<file path="config.mk">
export PLATFORM = sky130hd
export DESIGN_NAME = tmrx_top
export DESIGN_NICKNAME = d
export VERILOG_FILES = /design/src/logic/tmrx_pkg.sv /design/src/logic/tmrx_top.sv
export VERILOG_INCLUDE_DIRS = /design/src /design/src/logic
export SDC_FILE = /design/constraint.sdc
export NUM_CORES = 1
export LEC_CHECK = 0
export BUFFER_PORTS_ARGS = -buffer_cell sky130_fd_sc_hd__buf_2
export CORE_ASPECT_RATIO = 2
export CORE_UTILIZATION = 45
export CTS_BUF_LIST = sky130_fd_sc_hd__clkbuf_8
export DETAILED_ROUTE_END_ITERATION = 10
export PLACE_DENSITY = 0.69
export SLEW_MARGIN = 30
export SYNTH_ARGS = -nofsm -noshare
export SYNTH_HDL_FRONTEND = slang
export SYNTH_SLANG_ARGS = --single-unit
</file>
<file path="constraint.sdc">
create_clock -name clk -period 2.36 [get_ports clk]
set_input_delay 0.354 -clock clk [delete_from_list [all_inputs] [get_ports clk]]
set_output_delay 0.354 -clock clk [all_outputs]
set_load 0.02 [all_outputs]
</file>
<file path="src/logic/tmrx_cfg.svh">
// Purpose: Constants for the timer external-input block
// Assumes: 100 MHz clk, active-low async reset
// Notes: Summary of operation below
//
// Summary of operation
// - Gate-select 1 set: ext_irq1_pin level also gates timer 1 run.
// - Type 1 set: falling edge on ext_irq1_pin sets ext_irq1_flag.
// - Type 1 clear: low level on ext_irq1_pin sets ext_irq1_flag.
// - Timer 0 as counter: count pin falling edge increments timer 0.
// - Timer 1 as counter: count pin falling edge increments timer 1.
// - Gate-select 0 set: ext_irq0_pin level also gates timer 0 run.
// - Type 0 set: falling edge on ext_irq0_pin sets ext_irq0_flag.
// - Type 0 clear: low level on ext_irq0_pin sets ext_irq0_flag.
`ifndef TMRX_CFG_SVH
`define TMRX_CFG_SVH

// ----------------------------------------
// Widths and reset values
// ----------------------------------------
`define TMRX_CNT_W 16
`define TMRX_NPIN 4
`define TMRX_CNT_RST 16'h0000
`define TMRX_PIN_RST 4'hf

// ----------------------------------------
// Pin index within the synchroniser vector
// ----------------------------------------
`define TMRX_IDX_IRQ0 0
`define TMRX_IDX_IRQ1 1
`define TMRX_IDX_CNT0 2
`define TMRX_IDX_CNT1 3

`endif

</file>
<file path="src/logic/tmrx_pkg.sv">
// Purpose: Types for the timer external-input block
// Assumes: Included after tmrx_cfg.svh
// Notes: Per-timer control travels as one packed struct
package tmrx_pkg;

  typedef struct packed {
    logic run;
    logic gate_select;
    logic counter_mode;
    logic irq_type;
    logic flag_clear;
  } tmrx_ctl_t;

endpackage

</file>
<file path="src/logic/tmrx_top.sv">
// Purpose: External pin logic for two 16-bit timers and two external interrupts
// Assumes: Pins asynchronous to clk; control bits come from clk-domain logic
// Notes: Timer mode (not counter) advances once per clk while running
`timescale 1ns/100ps
`include "tmrx_cfg.svh"

module tmrx_top
(
  input wire logic clk,
  input wire logic reset_n,
  input wire logic ext_irq0_pin,
  input wire logic ext_irq1_pin,
  input wire logic timer0_count_pin,
  input wire logic timer1_count_pin,
  input wire tmrx_pkg::tmrx_ctl_t timer0_ctl,
  input wire tmrx_pkg::tmrx_ctl_t timer1_ctl,
  output logic [`TMRX_CNT_W-1:0] timer0_count,
  output logic [`TMRX_CNT_W-1:0] timer1_count,
  output logic timer0_overflow,
  output logic timer1_overflow,
  output logic ext_irq0_flag,
  output logic ext_irq1_flag
);

  // ----------------------------------------
  // Pin synchronisers
  // ----------------------------------------
  // Stage a is metastability-only; b and c agree before a change counts
  logic [`TMRX_NPIN-1:0] pin_raw;
  logic [`TMRX_NPIN-1:0] sync_a_ff;
  logic [`TMRX_NPIN-1:0] sync_b_ff;
  logic [`TMRX_NPIN-1:0] sync_c_ff;
  logic [`TMRX_NPIN-1:0] pin_lvl_ff;
  logic [`TMRX_NPIN-1:0] nxt_sync_a;
  logic [`TMRX_NPIN-1:0] nxt_sync_b;
  logic [`TMRX_NPIN-1:0] nxt_sync_c;
  logic [`TMRX_NPIN-1:0] nxt_pin_lvl;
  logic [`TMRX_NPIN-1:0] pin_fall;

  assign pin_raw = {timer1_count_pin, timer0_count_pin, ext_irq1_pin, ext_irq0_pin};

  always_comb
  begin
    nxt_sync_a = pin_raw;
    nxt_sync_b = sync_a_ff;
    nxt_sync_c = sync_b_ff;
    nxt_pin_lvl = pin_lvl_ff;
    pin_fall = '0;
    for (int i = 0; i < `TMRX_NPIN; i++)
    begin
      if (sync_b_ff[i] == sync_c_ff[i])
      begin
        nxt_pin_lvl[i] = sync_c_ff[i];
        pin_fall[i] = pin_lvl_ff[i] & ~sync_c_ff[i];
      end
    end
  end

  always_ff @(posedge clk or negedge reset_n)
  begin
    if (!reset_n)
    begin
      sync_a_ff <= `TMRX_PIN_RST;
      sync_b_ff <= `TMRX_PIN_RST;
      sync_c_ff <= `TMRX_PIN_RST;
      pin_lvl_ff <= `TMRX_PIN_RST;
    end
    else
    begin
      sync_a_ff <= nxt_sync_a;
      sync_b_ff <= nxt_sync_b;
      sync_c_ff <= nxt_sync_c;
      pin_lvl_ff <= nxt_pin_lvl;
    end
  end

  // ----------------------------------------
  // Timers and interrupt flags
  // ----------------------------------------
  logic [1:0][`TMRX_CNT_W-1:0] cnt_ff;
  logic [1:0][`TMRX_CNT_W-1:0] nxt_cnt;
  logic [1:0] ovf_ff;
  logic [1:0] nxt_ovf;
  logic [1:0] flag_ff;
  logic [1:0] nxt_flag;
  logic [1:0] run_en;
  logic [1:0] tick;
  logic [1:0] irq_set;
  tmrx_pkg::tmrx_ctl_t ctl [2];

  assign ctl[0] = timer0_ctl;
  assign ctl[1] = timer1_ctl;

  genvar g;
  generate
    for (g = 0; g < 2; g++)
    begin : g_tmr
      // Gate pin is the interrupt pin of the same index
      assign run_en[g] = ctl[g].run & (~ctl[g].gate_select | pin_lvl_ff[g]);
      assign tick[g] = run_en[g] & (ctl[g].counter_mode ? pin_fall[g+2] : 1'b1);
      // Edge or level detect
      assign irq_set[g] = ctl[g].irq_type ? pin_fall[g] : ~pin_lvl_ff[g];
    end
  endgenerate

  always_comb
  begin
    nxt_cnt = cnt_ff;
    nxt_ovf = '0;
    nxt_flag = flag_ff;
    for (int i = 0; i < 2; i++)
    begin
      if (tick[i])
      begin
        nxt_cnt[i] = cnt_ff[i] + `TMRX_CNT_W'(1);
        nxt_ovf[i] = &cnt_ff[i];
      end
      // Set wins over clear so a coincident event is not lost
      if (irq_set[i])
        nxt_flag[i] = 1'b1;
      else if (ctl[i].flag_clear)
        nxt_flag[i] = 1'b0;
    end
  end

  always_ff @(posedge clk or negedge reset_n)
  begin
    if (!reset_n)
    begin
      cnt_ff <= {`TMRX_CNT_RST, `TMRX_CNT_RST};
      ovf_ff <= '0;
      flag_ff <= '0;
    end
    else
    begin
      cnt_ff <= nxt_cnt;
      ovf_ff <= nxt_ovf;
      flag_ff <= nxt_flag;
    end
  end

  assign timer0_count = cnt_ff[0];
  assign timer1_count = cnt_ff[1];
  assign timer0_overflow = ovf_ff[0];
  assign timer1_overflow = ovf_ff[1];
  assign ext_irq0_flag = flag_ff[0];
  assign ext_irq1_flag = flag_ff[1];
endmodule

</file>
* Word level (Yosys, flattened, before mapping) *
Index checks and enable logic that the tools add are counted.

storage, ports and cells
  flip-flop bits (word level) = 52
  input port bits = 16
  output and inout port bits = 36
  word-level logic and storage cells = 54

operators by class
  add/subtract/negate cells = 2
  equal/unequal tests = 4
  mux-type cells = 14
  bitwise gates (word level) = 18
  reductions and logical operators = 4

operators with widths
  kind                   count
  $add 16x1->16 const B  2
  $reduce_and 16->1      2
  $mux 1                 14
  $and 1x1->1            8
  $not 1->1              8
  $eq 1x1->1             4
  $reduce_bool 2->1      2
  $or 1x1->1             2

* Longest topological paths before layout *
  word-level depth = 6
  mapped depth = 5
  mapped depth without buffers = 4

* Worst setup path before layout *
No wires, ideal clock.

  kind = register to register
  start = register pin_lvl_ff[3]
  end = register cnt_ff (netlist bit timer1_count[13])
  library setup time = 80 ps
  arrival = 1876 ps
  required time = 2280 ps
  slack = 404 ps
  stages on the path, launching flop included = 6
  path buffers = 1
  period minus slack after synthesis = 1956 ps
  path through = dfstp_2 or3b_4 a2111o_1 buf_6 nor4_4 xor2_1

between the ends
  word-level cells in the longest chain between the ends = 4

ends and longest elaborated chain
  item                      line             text
  start: declaration        tmrx_top.sv:33   logic [`TMRX_NPIN-1:0] pin_lvl_ff;
  start signal: assignment  tmrx_top.sv:66   pin_lvl_ff <= `TMRX_PIN_RST;
  start signal: assignment  tmrx_top.sv:73   pin_lvl_ff <= nxt_pin_lvl;
  $and 1x1->1               tmrx_top.sv:54   pin_fall[i] = pin_lvl_ff[i] & ~sync_c_ff[i];
  $mux 1                    tmrx_top.sv:51   if (sync_b_ff[i] == sync_c_ff[i])
  $mux 1                    tmrx_top.sv:100  assign tick[g] = run_en[g] & (ctl[g].counter_mode ? pin_fall[g+2] : 1'b1);
  $and 1x1->1               tmrx_top.sv:100
  end signal: assignment    tmrx_top.sv:130  cnt_ff <= {`TMRX_CNT_RST, `TMRX_CNT_RST};
  end signal: assignment    tmrx_top.sv:136  cnt_ff <= nxt_cnt;
  end: declaration          tmrx_top.sv:80   logic [1:0][`TMRX_CNT_W-1:0] cnt_ff;

Every way passes these cells.
A chain may end at the register's enable or synchronous reset.

* Worst setup path in the final report *
  start = register pin_lvl_ff[3]
  end = register cnt_ff (netlist bit timer1_count[15])

Same word-level chain as after synthesis.

==> impl_metrics.env <==
export IMPL_outcome="finished, final reports clean"
export IMPL_synth_fa_ha_area_frac=0.0302
export IMPL_yosysSeqAreaShare=0.613
export IMPL_wl_um=4190
export IMPL_tightest_slew_ns=0.684
export IMPL_cts_buffer_depth=2
export IMPL_syn_nets=190
export IMPL_critPathRequiredTime_ns=2.58
export IMPL_clock_skew_final_ns=0.00926
export IMPL_slew_viol_final=0
export IMPL_finalCriticalPeriod_ns=2.21
export IMPL_regArea_sq_um=1320
export IMPL_grtUsageTotal=0.193
export IMPL_cp_end_kind="flip-flop"
export IMPL_synth_compound_area_frac=0.0284
export IMPL_clock_latency_ns=0.30
export IMPL_dieArea_sq_um=5090
export IMPL_n_fill_cell=433
export IMPL_avgSynthCellArea_sq_um=12.5
export IMPL_yosysWarnings=0
export IMPL_synth_xor_area_frac=0.122
export IMPL_ys_seq_elements=52
export IMPL_route_met2_wl_um=2330
export IMPL_dp_cells=279
export IMPL_port_buffers=51
export IMPL_ioPinCount=52
export IMPL_powerDensity_nw_per_um2=820
export IMPL_clock_sinks=52
export IMPL_drtIter0Drc=26
export IMPL_ys_top_cells_by_area="dfrtp_1, dfstp_2, xor2_1, xnor2_1, nand3_1"
export IMPL_synthMuxAreaShare=0.00522
export IMPL_vias_per_cell=5.23
export IMPL_holdCritPathClass="in -> async"
export IMPL_finalHoldViolCount=0
export IMPL_synth_edf_count=0
export IMPL_fmax_mhz=452
export IMPL_insertedDiodeCount=0
export IMPL_slew_headroom=0.544
export IMPL_synth_top_cell_by_area="dfrtp_1"
export IMPL_antenna_found_initial=0
export IMPL_die_y_um=99.9
export IMPL_syn_instance_count=172
export IMPL_drc=0
export IMPL_fin_cells=287
export IMPL_finalCritPeriodShare=0.938
export IMPL_synthTopCellsByCount="dfrtp_1, dfstp_2, xor2_1"
export IMPL_syn2layout_area_growth_pct=19.1
export IMPL_rsz0062_at_grt="no"
export IMPL_finalSetupViolCount=0
export IMPL_drive_gt1_frac=0.362
export IMPL_cts_root_buf="clkbuf_8"
export IMPL_detail_route_wl_per_cell_um=14.6
export IMPL_start_util=0.469
export IMPL_crit_path_start_kind="flip-flop"
export IMPL_first_pass_iters=4
export IMPL_ant_nets=0
export IMPL_async_flop_share=1.00
export IMPL_leakage_nw=1.27
export IMPL_synth_top_family_by_area="simple AND/OR/NAND/NOR gates"
export IMPL_routed_wl_met3_um=142
export IMPL_yosys_area_share_simple=0.183
export IMPL_fin_nets=249
export IMPL_coreArea_sq_um=4600
export IMPL_grt_remaining_overflow=0
export IMPL_cts_clk_slew_worst_paths_ns=0.09
export IMPL_synth_cell_types=28
export IMPL_wl_met1_um=1620
export IMPL_h_tree_depth=2
export IMPL_synth_area_sq_um=2160
export IMPL_cts_hold_buf=0
export IMPL_utilization=0.559
export IMPL_numCtsBuffers=5
export IMPL_routed_top_layer="met4"
export IMPL_worstPathArrival_ns=2.43
export IMPL_hpwlAfterDp_um=3130
export IMPL_cts_resized_gates=0
export IMPL_tritoncts="built"
export IMPL_placementRows=35
export IMPL_path_class="reg -> reg"
export IMPL_vias=1501
export IMPL_fin_setup_tns_ns=0
export IMPL_grt_pass1_wl_um=7310
export IMPL_synth_top_area_share=0.418
export IMPL_die_w_um=51.0
export IMPL_ys_flop_type="dfrtp_1"
export IMPL_crit_fanout=11
export IMPL_ir_worst_vdd_mv=0.574
export IMPL_grt_pass1_vias=1584
export IMPL_routabilityCongestion=0.757
export IMPL_multi_input_area_sq_um=795
export IMPL_maxCapViolations=0
export IMPL_worst_r2r_cell_count=4
export IMPL_grt_start_max_net_pins=32
export IMPL_post_cts_setup_buffers=0
export IMPL_synth_most_common_cell="dfrtp_1"
[stage by stage]
stage               hold WS (ns)  power [mW]  setup WS [ns]  area, sq um
finish                    0.0789        2.11          0.147         2570
global route               0.127        2.24         0.0834         2570
CTS                       0.0912        2.15          0.145         2570
detailed placement         0.348        1.66          0.144         2490
global placement           0.346        1.64          0.218         2490
floorplan                 0.0584        1.45          0.404         2160
[worst max-delay path: stages, from the launching register on]
cell	delay, ns
dfstp_2	0.54
or3b_4	0.38
a2111o_1	0.63
nor4_1	0.40
xor2_1	0.19
[state kept, by name (all words and copies together) (netlist names)]
signal / cells
timer0_count: 16
flag_ff: 2
timer1_count: 16
sync_c_ff: 4
ovf_ff: 2
nxt_sync_b: 4
pin_lvl_ff: 4
nxt_sync_c: 4
[cell type report]
class	count	share of cell area
Inverter	7	0.0102
Clock inverter	3	0.00487
Sequential cell	52	0.514
Tap cell	55	0.0268
Multi-Input combinational cell	111	0.309
Timing Repair Buffer	54	0.108
Clock buffer	5	0.0268
[logic make-up (layout without fill, tap and decap cells)]
logic type / Yosys count / in the layout
xor+xnor: 30 / 30
flops: 52 / 52
compound gates: 6 / 6
simple gates: 68 / 68
fa+ha+maj: 6 / 6
mux: 1 / 1
buf+inv: 9 / 69
[per-layer routing]
layer | track usage | vias up
met5 | 0 | -
met3 | 0.0318 | 7
met1 | 0.208 | 743
met2 | 0.350 | 36
met4 | 0.0897 | 0
li1 | - | 715
[layout by cell type, fill, tap and decap left out, types with 4 or more instances in the layout]
master,synthesis,layout
nor3_1,6,6
buf_2,0,51
xnor2_1,14,14
nand2_1,15,15
nor4_1,4,4
xor2_1,16,16
inv_1,7,9
and3_1,5,5
maj3_1,4,4
nor2_1,7,7
dfrtp_1,36,36
nand4_1,9,9
nand3_1,13,13
dfstp_2,16,16
clkbuf_8,0,5
[where the power goes]
part           switching (mW)  internal [mW]
Combinational           0.292          0.179
Sequential              0.144           1.02
Clock                   0.275          0.200
[final timing paths]
| path | from | end | slack (ns) |
|---|---|---|---|
| min | reset_n | timer0_count[12] | 0.08 |
| max | pin_lvl_ff[3] | timer1_count[15] | 0.15 |
| min in group clk | ext_irq0_pin | nxt_sync_b[0] | 0.15 |
| max reg2reg | pin_lvl_ff[3] | timer1_count[15] | 0.15 |
| min reg2reg | nxt_sync_b[1] | nxt_sync_c[1] | 0.35 |
| max in group asynchronous | reset_n | nxt_sync_b[3] | 1.57 |
Note: power is estimated with default switching activity, not from simulation.
